**src/cirq_pkg.sv**
```systemverilog
// package: register map, field positions and types of the interrupt enable / arbitration capture block
package cirq_pkg;
   localparam logic [7:0] CIRQ_ADDR_FLAGS = 8'h03;
   localparam logic [7:0] CIRQ_ADDR_IRQ_ENABLE = 8'h04;
   localparam logic [7:0] CIRQ_ADDR_ARB_POS = 8'h0B;
   localparam logic [7:0] CIRQ_ENABLE_RESET = 8'h00;
   localparam logic [4:0] CIRQ_POS_RESET = 5'h00;
   localparam int CIRQ_BUS_FAULT_BIT = 7;
   localparam int CIRQ_ARB_LOSS_BIT = 6;
   localparam int CIRQ_PASSIVE_BIT = 5;
   localparam int CIRQ_WAKE_BIT = 4;
   localparam int CIRQ_OVERRUN_BIT = 3;
   localparam int CIRQ_WARNING_BIT = 2;
   localparam int CIRQ_TX_DONE_BIT = 1;
   localparam int CIRQ_RX_AVAIL_BIT = 0;
   localparam int CIRQ_POS_WIDTH = 5;

   // register port of the host
   typedef struct packed {
      logic [7:0] addr;
      logic [7:0] wdata;
      logic wr;
      logic rd;
   } cirq_bus_t;

   // live status and event inputs from the protocol engine
   typedef struct packed {
      logic bus_error;
      logic arb_lost;
      logic [4:0] bit_pos;
      logic error_passive;
      logic wake_up;
      logic overrun_status;
      logic error_status;
      logic bus_status;
      logic tx_buf_released;
      logic rx_buf_full;
      logic bus_active;
      logic sleep_request;
   } cirq_evt_t;

   typedef enum logic [1:0] {
      CIRQ_ARMED = 2'b00,
      CIRQ_FROZEN = 2'b01
   } cirq_cap_t;
endpackage

```
**src/cirq_edge.sv**
```systemverilog
// rise and change detector for level status inputs
`timescale 1ns/1ps
module cirq_edge
   import cirq_pkg::*;
#(
   parameter int WIDTH = 4
)
(
   input wire logic mclk,
   input wire logic rst_n,
   input wire logic [WIDTH-1:0] level,
   output logic [WIDTH-1:0] rise,
   output logic [WIDTH-1:0] change
);
   logic [WIDTH-1:0] prev_r;

   // first cycle after reset sees no edge since prev starts cleared only if level is low
   always_ff @(posedge mclk)
   begin
      if (!rst_n)
         prev_r <= '0;
      else
         prev_r <= level;
   end

   assign rise = level & ~prev_r;
   assign change = level ^ prev_r;
endmodule

```
**src/cirq_top.sv**
```systemverilog
// interrupt enable, pending flags and arbitration-loss position capture
`timescale 1ns/1ps
// How it works
// setting sleep while bus busy or interrupt pending raises the wake flag
// receive flag mirrors receive buffer full gated by its enable; read keeps it
// release command drops receive flag briefly; returns if more messages remain
// enable register at address 4, read and write
// enable bit 7 lets a bus error set its flag
// enable bit 6 lets arbitration loss set its flag
// enable bit 5 flags any change of error-passive state
// enable bit 4 flags leaving sleep
// enable bit 3 flags rising data overrun status
// enable bit 2 flags any change of error or bus status
// enable bit 1 flags transmit buffer released
// enable bit 0 flags receive buffer full
// clearing receive enable drops receive flag and interrupt at once
// capture register at address 11, read only, top three bits zero
// on arbitration loss capture five-bit position in same cycle
// captured position frozen until host reads capture register
// reading flag register clears arbitration flag
// no new arbitration flag until capture register read
// flag register at address 3, read clears all but receive flag
// interrupt asserted while any flag set
// captured value is binary frame bit number, 0 to 31
// interrupt output active low; reset clears enables and capture
module cirq_top
   import cirq_pkg::*;
(
   input wire logic mclk,
   input wire logic rst_n,
   input wire cirq_bus_t bus,
   input wire cirq_evt_t evt,
   input wire logic rx_release,
   output logic [7:0] rdata,
   output logic irq_n,
   output logic sleep_accept
);
   logic [7:0] irq_enable_reg_r;
   logic [7:0] pending_flags_r;
   logic [7:0] pending_flags_nxt;
   logic [4:0] arb_pos_r;
   cirq_cap_t cap_state_r;
   logic rx_en_now;
   logic wr_enable;
   wire logic [7:0] src_req;
   wire logic [7:1] sticky_nxt;
   logic [3:0] lvl;
   logic [3:0] rise;
   logic [3:0] change;
   logic wake_rise;
   logic rd_flags;
   logic rd_pos;
   logic arb_take;
   logic [7:0] read_mux;

   // status levels whose edges raise flags
   assign lvl = {evt.error_passive, evt.overrun_status, evt.error_status, evt.bus_status};

   cirq_edge #(
      .WIDTH(4)
   ) u_edge (
      .mclk(mclk),
      .rst_n(rst_n),
      .level(lvl),
      .rise(rise),
      .change(change)
   );

   // one address match, shared by the strobe decodes and the read mux
   function automatic logic addr_hit(logic [7:0] addr, logic [7:0] target);
      addr_hit = (addr == target);
   endfunction

   assign rd_flags = bus.rd && addr_hit(bus.addr, CIRQ_ADDR_FLAGS);
   assign rd_pos = bus.rd && addr_hit(bus.addr, CIRQ_ADDR_ARB_POS);
   assign wr_enable = bus.wr && addr_hit(bus.addr, CIRQ_ADDR_IRQ_ENABLE);
   // a capture is allowed only while armed; re-arming needs a capture read
   assign arb_take = evt.arb_lost && (cap_state_r == CIRQ_ARMED);

   // wake flag: real wake-up, or a refused sleep request
   assign wake_rise = evt.wake_up
      || (evt.sleep_request && (evt.bus_active || (pending_flags_r != 8'h00)));

   // sleep is granted only with the bus idle and nothing pending
   always_ff @(posedge mclk)
   begin
      if (!rst_n)
         sleep_accept <= 1'b0;
      else
         sleep_accept <= evt.sleep_request && !evt.bus_active
            && (pending_flags_r == 8'h00);
   end

   // enable register
   always_ff @(posedge mclk)
   begin
      if (!rst_n)
         irq_enable_reg_r <= CIRQ_ENABLE_RESET;
      else if (wr_enable)
         irq_enable_reg_r <= bus.wdata;
   end

   // event requests, one per flag bit
   assign src_req[CIRQ_BUS_FAULT_BIT] = evt.bus_error;
   assign src_req[CIRQ_ARB_LOSS_BIT] = arb_take; // see
   assign src_req[CIRQ_PASSIVE_BIT] = change[3];
   assign src_req[CIRQ_WAKE_BIT] = wake_rise;
   assign src_req[CIRQ_OVERRUN_BIT] = rise[2];
   assign src_req[CIRQ_WARNING_BIT] = change[1] || change[0];
   assign src_req[CIRQ_TX_DONE_BIT] = evt.tx_buf_released;
   // a release blanks the receive flag for one cycle only, the cycle after the release
   assign src_req[CIRQ_RX_AVAIL_BIT] = evt.rx_buf_full && !rx_release; // see

   // sticky flags: an event in the clearing read cycle wins over the clear
   for (genvar i = 1; i < 8; i++)
   begin : g_sticky
      assign sticky_nxt[i] = (src_req[i] && irq_enable_reg_r[i])
         || (pending_flags_r[i] && !rd_flags); // see
   end

   // a write to the enable register gates the receive flag at once, not a cycle later
   assign rx_en_now = wr_enable ? bus.wdata[CIRQ_RX_AVAIL_BIT]
      : irq_enable_reg_r[CIRQ_RX_AVAIL_BIT];
   // receive flag is a live level, never sticky, so a flag read keeps it
   assign pending_flags_nxt = {sticky_nxt, src_req[CIRQ_RX_AVAIL_BIT] && rx_en_now};

   always_ff @(posedge mclk)
   begin
      if (!rst_n)
         pending_flags_r <= 8'h00;
      else
         pending_flags_r <= pending_flags_nxt;
   end

   // capture of the lost bit position
   always_ff @(posedge mclk)
   begin
      if (!rst_n)
      begin
         cap_state_r <= CIRQ_ARMED;
         arb_pos_r <= CIRQ_POS_RESET;
      end
      else if (arb_take)
      begin
         cap_state_r <= CIRQ_FROZEN;
         arb_pos_r <= evt.bit_pos; // see
      end
      else if (rd_pos)
         cap_state_r <= CIRQ_ARMED;
   end

   // read data, valid the cycle after the strobe
   always_comb
   begin
      if (addr_hit(bus.addr, CIRQ_ADDR_FLAGS))
         read_mux = pending_flags_r;
      else if (addr_hit(bus.addr, CIRQ_ADDR_IRQ_ENABLE))
         read_mux = irq_enable_reg_r;
      else if (addr_hit(bus.addr, CIRQ_ADDR_ARB_POS))
         read_mux = {3'h0, arb_pos_r};
      else
         read_mux = 8'h00;
   end

   always_ff @(posedge mclk)
   begin
      if (!rst_n)
         rdata <= 8'h00;
      else if (bus.rd)
         rdata <= read_mux;
      else
         rdata <= 8'h00;
   end

   // fed from the next flags so the pin moves at the same edge as the flags
   always_ff @(posedge mclk)
   begin
      if (!rst_n)
         irq_n <= 1'b1;
      else
         irq_n <= (pending_flags_nxt == 8'h00); // see
   end
endmodule

```
**config.mk**
```make
export PLATFORM = sky130hd
export DESIGN_NAME = cirq_top
export DESIGN_NICKNAME = d
export VERILOG_FILES = /design/src/cirq_pkg.sv /design/src/cirq_edge.sv /design/src/cirq_top.sv
export SDC_FILE = /design/constraint.sdc
export NUM_CORES = 1
export LEC_CHECK = 0
export BUFFER_PORTS_ARGS = -buffer_cell sky130_fd_sc_hd__buf_4
export CORE_MARGIN = 1.5
export CORE_UTILIZATION = 45
export CTS_BUF_LIST = sky130_fd_sc_hd__clkbuf_4
export CTS_CLUSTER_DIAMETER = 120
export CTS_CLUSTER_SIZE = 12
export DETAILED_ROUTE_END_ITERATION = 12
export GPL_TIMING_DRIVEN = 1
export PLACE_DENSITY_LB_ADDON = 0.1
export SLEW_MARGIN = 20
export SYNTH_ARGS = -nofsm -noshare
export SYNTH_HDL_FRONTEND = slang
export SYNTH_HIERARCHICAL = 1
export SYNTH_SLANG_ARGS = --single-unit
```
**constraint.sdc**
```tcl
create_clock -name mclk -period 1.6 [get_ports mclk]
set_input_delay 0 -clock mclk [delete_from_list [all_inputs] [get_ports mclk]]
set_output_delay 0 -clock mclk [all_outputs]
set_load 0.01 [all_outputs]
```
==> results summary, run 1 <==
The flow ran to the end, and the final reports show no timing, DRC or antenna violations. The floorplan step set the die width to around 62 µm. STA classifies the critical path startpoint as a flop. The number of slew-limit violations in the final report is 0.

The total number of clock tree sinks is 36. The tightest min-delay check is of the input pin to flop type. The maximum buffer depth of the clock tree is 2. The critical-path maximum fanout came out at 3.

The HPWL after detailed placement is 2.76 mm. The first-pass GRT wire length is about 5.9 mm. The layout filler cell count is a little under 300. Setup repair after global routing could not meet its margin everywhere. Dividing the detail-routed wire length by the instance count gives 14.3 µm. The detail route stage leaves a number of antenna-violating nets equal to 0. The total global-route track usage is 21.7%.

The root buffer cell chosen for the clock tree is clkbuf_4. The transition time of the tightest slew-check pin is between 400 and 500 ps. The startpoint identified for the worst register-to-register timing path is pending_flags_r[2].

The setup slack on the worst flop-to-flop path came out at just under 50 ps. Summing all placed instances gives a cell area of around 2000 µm². The gate count of the mapped netlist came out at around 160. The core region area is between 3000 and 4000 µm². For this run, the post-layout net count is around 270. The met3 global-route usage is 5.59%. Data on the critical path is required at its endpoint by between 1500 and 2000 ps. Counting cells, the worst reg-to-reg path comes to 4. At the end of routability-driven placement, the weighted congestion stood at ~0.83.

The cell count of the worst hold path came out at 3. The CTS tree is done. Once routing completed, OpenROAD measured the worst setup slack at a little under 50 ps. The largest clock skew in the final design is 7.08 ps. Counting the buffers created by CTS gives 5. Once the floorplan was initialized, standard cells occupied between 40% and 50% of the core. The area growth from synthesis to layout is 43.1%. The met2 layer usage reported by global route came out at 35.0%. The met1 usage in global routing came out at approximately 28%. The library cell used most frequently in the layout, excluding fill and tap cells, is buf_4. The most used routing layer in global routing is met2. The repair_antennas step left the layout with diodes totalling 0. The number of antenna violations at the first check in global routing came out at 0. The max-capacitance violation count is 0.

The number of global-route vias before repair came out at roughly 1.3k. The pre-CTS worst setup slack came out at 77.8 ps. The highest attainable clock frequency is about 0.64 GHz. The wire length after detailed routing came out at ~3.9 mm. The clock reaches the later pin of the worst-skew pair after approximately 320 ps. In the layout the commonest cells are buf_4 (50), dfxtp_1 (36), dlygate4sd3_1 (22), a22oi_1 (14), nor2b_1 (12). The die span in y came out at a little over 60 µm.

The synthesized netlist net count came out at 196. The final number of hold-violating endpoints is 0. The final total negative setup slack came out at 0 ps.

The critical path data arrival time is between 1500 and 2000 ps. The number of DRC violations after detailed-routing iteration 0 is 70. In this run the critical register-to-register path is captured at irq_n. The synthesized netlist occupies a cell area of about 1600 µm². The number of optimization iterations in the first detailed-route pass is 4. The share of cells above drive strength 1 is 31.7%. The power density normalized to cell area is 719 nW/µm². The static leakage is 0.942 nW. The multi-input logic area is 790 µm². The largest net degree at the start of global routing came out at 31. Across the VDD grid, the largest voltage drop is between 0.0004 and 0.0005 V. The number of buffers added for setup after CTS is 0. The nature of the critical path endpoint is a flop. In the final layout, flip-flops and latches occupy between 700 and 800 µm². In the finished design, the share of the clock period the worst path needs comes to about 97%. The clock transition at the registers of the reported paths came out at roughly 100 ps. Yosys printed 6 warnings.

The detailed-route via count is roughly 1.4k. The critical path is of the flop to flop type. In this run the mean area of a mapped cell was ~10 µm². The standard-cell row count came out at 21. The shortest period the worst path allows came out at around 1600 ps.

The headroom to the max-slew limit is 72.8%. The number of setup violations in the final report is 0. The average via count per standard cell is between 5 and 6. The number of top-level pins is 47. The total number of H-tree levels came out at 2. The total of buffers placed on input and output ports came out at between 40 and 50. The endpoint with the worst hold slack is irq_enable_reg_r[7]. The DRC violations left is 0. The post-layout instance area is 2250 µm². The critical hold path startpoint is bus[1]. The leftover overflow at the end of global routing is 0.

The die area came out at slightly below 4000 µm².
-- stage by stage --
step / util, % / hold WS [ps] / std cells / total power [mW]
global route: 67.3 / 11.6 / 273 / 1.69
floorplan: - / 122 / 155 / 1.01
detailed placement: 58.9 / 226 / 243 / 1.11
global placement: 58.9 / 218 / 243 / 1.11
finish: 67.3 / 20.4 / 273 / 1.61
CTS: 67.2 / 14.0 / 273 / 1.63
-- per-layer routing --
metal | wire (µm) | vias up
met4 | 17 | 0
met3 | 158 | 2
met2 | 2000 | 29
met1 | 1720 | 657
met5 | 0 | -
li1 | - | 696
-- repair_timing --
item | in CTS | in global routing
hold buffers | 22 | 0
resized for setup | 0 | 1
endpoints found under the setup margin | 0 | 1
endpoints found under the hold margin | 21 | 0
-- sequential cells by signal, summed over array words and instances (netlist names) --
name and count:
sleep_accept 1, cap_state_r 1, rdata 8, irq_n 1
irq_enable_reg_r 8, u_edge/prev_r 4, pending_flags_r 8, arb_pos_r 5
-- final cells by class --
type	instances	area share [%]
multi-input cells	104	35.2
flip-flops and latches	36	32.1
repair buffers	72	26.5
well taps	46	2.56
clock buffers	7	2.34
inverters	7	1.17
clock inverters	1	0.167
-- critical path, stage by stage (launching register included) --
cell and delay [ps]:
dfxtp_1 340, or4_4 540, nor4_4 220, o2111ai_1 160, a211oi_2 230
-- power by group --
group	leakage (nW)	internal (mW)	switching (mW)
Sequential	0.292	0.912	0.00755
Clock	0.0338	0.203	0.276
Combinational	0.616	0.134	0.0820
-- worst max path at each step --
stage / from / to / slack [ps]
CTS: pending_flags_r[2] / pending_flags_r[4] / 50
finish: pending_flags_r[2] / irq_n / 50
global route: pending_flags_r[2] / irq_n / -7
floorplan: pending_flags_r[2] / pending_flags_r[4] / 160
global placement: pending_flags_r[2] / pending_flags_r[4] / 130
detailed placement: pending_flags_r[2] / pending_flags_r[4] / 80
(Power assumes the default switching activity.)
==> run 2, diff against run 1 <==
--- a/config.mk
+++ b/config.mk
@@ -6,6 +6,7 @@
 export NUM_CORES = 1
 export LEC_CHECK = 0
 export BUFFER_PORTS_ARGS = -buffer_cell sky130_fd_sc_hd__buf_4
+export CORE_ASPECT_RATIO = 1.5
 export CORE_MARGIN = 1.5
 export CORE_UTILIZATION = 45
 export CTS_BUF_LIST = sky130_fd_sc_hd__clkbuf_4
==> results summary, run 2 (same netlist as run 1, synthesis figures left out) <==
Run status: completed (unchanged). The final number of hold-violating endpoints came to 0 (unchanged). The leftover overflow at the end of global routing is 0 (unchanged). The standard-cell row count came out at 26 (was 21). The largest clock skew in the final design came to 6.28 ps (was 7.08 ps). The weighted congestion reported at the end of routability-driven placement came out at 0.815 (was 0.833). The clock transition at the registers of the reported paths is 100 ps (about the same). The CTS tree is done (unchanged). The total of buffers placed on input and output ports is 46 (unchanged). The slowest cell on the critical path is or4_4 (unchanged). The portion of the clock cycle consumed by the worst path in the final layout is 95.7% (was 96.9%).

The critical hold path startpoint is bus[1] (unchanged). Unrepaired setup endpoints after global routing: no (was yes). The total number of H-tree levels is 2 (unchanged). The dominant delay contributor by cell family on the critical path is simple AND/OR/NAND/NOR gates (unchanged). Crit path cell chain: or4_4, nor4_4, a21oi_1, a31o_2 (was or4_4, nor4_4, o2111ai_1, a211oi_2). The core region area was 3380 µm² (was 3340 µm²). The nature of the critical path endpoint is a flop (unchanged).

The largest net degree at the start of global routing came out at 23 (was 31). The DRC violations left came out at 0 (unchanged). The critical-path maximum fanout came to 3 (unchanged). The area overhead of the layout relative to synthesis is 50.2% (was 43.1%). The total global-route track usage came out at 24.4% (was 21.7%).

The number of antenna violations at the first check in global routing came out at 0 (unchanged). The number of top-level pins came out at 47 (unchanged). The die span in y came out at 75.3 µm (was 62.1 µm).

The worst hold slack is 0.676 ps (was 20.4 ps). The number of nets in the layout came out at 280 (was 267). The static leakage came out at 0.988 nW (was 0.942 nW). The origin of the worst setup path was pending_flags_r[2] (unchanged). The die area is 3860 µm² (was 3850 µm²).

The number of standard cells in the layout, taps in and fillers out came out at 282 (was 273). The critical path data arrival time came out at 1780 ps (was 1800 ps). The buffer type at the clock tree root is clkbuf_4 (unchanged).

The worst path required time came out at 1850 ps (about the same). The final total negative setup slack came out at 0 ps (unchanged). The launch instance of the worst register-to-register path is pending_flags_r[2] (unchanged). The layout filler cell count came out at 288 (was 294).

The number of setup violations in the final report is 0 (unchanged). The headroom to the max-slew limit came out at 74.3% (was 72.8%). The number of optimization iterations in the first detailed-route pass was 6 (was 4). Registers with the most flip-flops: irq_enable_reg_r x8, pending_flags_r x8, rdata x8 (unchanged). The highest attainable clock frequency came to 0.653 GHz (was 0.645 GHz). Most used cells in the layout excluding fill and tap cells: buf_4 (52), dfxtp_1 (36), dlygate4sd3_1 (33), a22oi_1 (14), nor2b_1 (12) (was buf_4 (50), dfxtp_1 (36), dlygate4sd3_1 (22), a22oi_1 (14), nor2b_1 (12)). The max-capacitance violation count came out at 0 (unchanged). The total area of sequential cells came out at 721 µm² (unchanged). The starting density of the core is 46.4% (was 47.0%). The transition time of the tightest slew-check pin is 385 ps (was 408 ps).

The worst hold path class is input pin to flop (unchanged). The number of buffers created by CTS was 5 (unchanged). The total number of clock tree sinks came out at 36 (unchanged). The remaining number of nets flagged by the antenna check after routing is 0 (unchanged). The stage delay of the slowest cell on the critical path is 540 ps (about the same).

The maximum buffer depth of the clock tree is 2 (unchanged). The power density normalized to cell area came to 683 nW/µm² (was 719 nW/µm²). The number of slew-limit violations in the final report came out at 0 (unchanged).

The clock latency on the worst-skew pair is 350 ps (was 320 ps). The largest voltage drop on the vdd net is 0.000547 V (was 0.000460 V). The average via count per standard cell is 5.20 (was 5.07). The shortest period the worst path allows came out at 1530 ps (was 1550 ps). The wire length after detailed routing is 4.23 mm (was 3.89 mm). The most common cell after layout, fill and taps aside is buf_4 (unchanged). The HPWL reported at the end of detailed placement is 2.95 mm (was 2.76 mm). The number of global-route vias before repair was 1478 (was 1295).

The wire length per cell came out at 15.0 µm (was 14.3 µm). The startpoint class of the critical path is a flop (unchanged). The antenna diode count came out at 0 (unchanged). The number of DRC violations after detailed-routing iteration 0 is 31 (was 70).

The total placed cells including tap cells was 240 (was 243). The detailed-route via count is 1467 (was 1384). The class of the most critical setup path is flop to flop (unchanged). The multi-input logic area is 786 µm² (was 790 µm²). The first-pass GRT wire length came out at 6.90 mm (was 5.95 mm). The buffers plus inverters on the worst setup path came out at 0 (unchanged). The total power after layout is 1.61 mW (about the same). The width of the die is 51.2 µm (was 62.1 µm). The share of cells above drive strength 1 was 30.4% (was 31.7%).
==> run 2: cell count changes in the layout (fill, tap and decap cells not counted) <==
cell / delta
a21oi_1: +1
a21oi_2: -1
clkinv_2: +2
clkbuf_4: -2
dlygate4sd3_1: +11
buf_4: +2
==> run 2: worst register-to-register path: stages (launching register included) <==
cell     delay [ps]
dfxtp_1         330
or4_4           540
nor4_4          190
a21oi_1         140
a31o_2          230
==> run 2: path summary, 6_finish.rpt <==
path	end	slack (ps)	cells past startpoint
setup / recovery	pending_flags_r[4]	70	4
hold / removal	irq_enable_reg_r[3]	0.7	3
setup reg to reg	pending_flags_r[4]	70	4
hold reg to reg	pending_flags_r[2]	490	2
==> run 2: layout make-up <==
type | count | area share [%]
Clock buffer | 5 | 1.59
Clock inverter | 3 | 0.584
Inverter | 7 | 1.11
Multi-Input combinational cell | 104 | 33.3
Sequential cell | 36 | 30.6
Tap cell | 42 | 2.23
Timing Repair Buffer | 85 | 30.6
==> run 2: timing repair <==
| item | CTS | global route |
|---|---|---|
| setup endpoints to repair | 0 | 3 |
| hold buffers | 32 | 1 |
| endpoints found under the hold margin | 21 | 1 |
| resized for setup | 0 | 0 |
| buffers inserted | 0 | 1 |
==> run 2: power by group <==
part / internal, mW / total [mW] / switching (mW)
sequential: 0.912 / 0.920 / 0.00795
combinational: 0.146 / 0.232 / 0.0856
clock: 0.161 / 0.458 / 0.297
==> run 2: metrics by stage <==
step           setup slack (ps)  util (%)  cell area [µm²]
2_1_floorplan               156         -             1570
3_3_place_gp                119      58.2             1970
3_5_place_dp               70.5      58.2             1970
4_1_cts                    47.9      69.2             2340
5_1_grt                    8.58      69.7             2360
6_report                   68.8      69.7             2360
==> run 2: routing by layer <==
metal	part of all wire, %	up-vias	GRT usage (%)
met5	0	-	0
met4	2.5	0	11.1
met3	3.0	10	5.29
met2	55	33	46.0
met1	39	703	25.7
li1	-	721	-
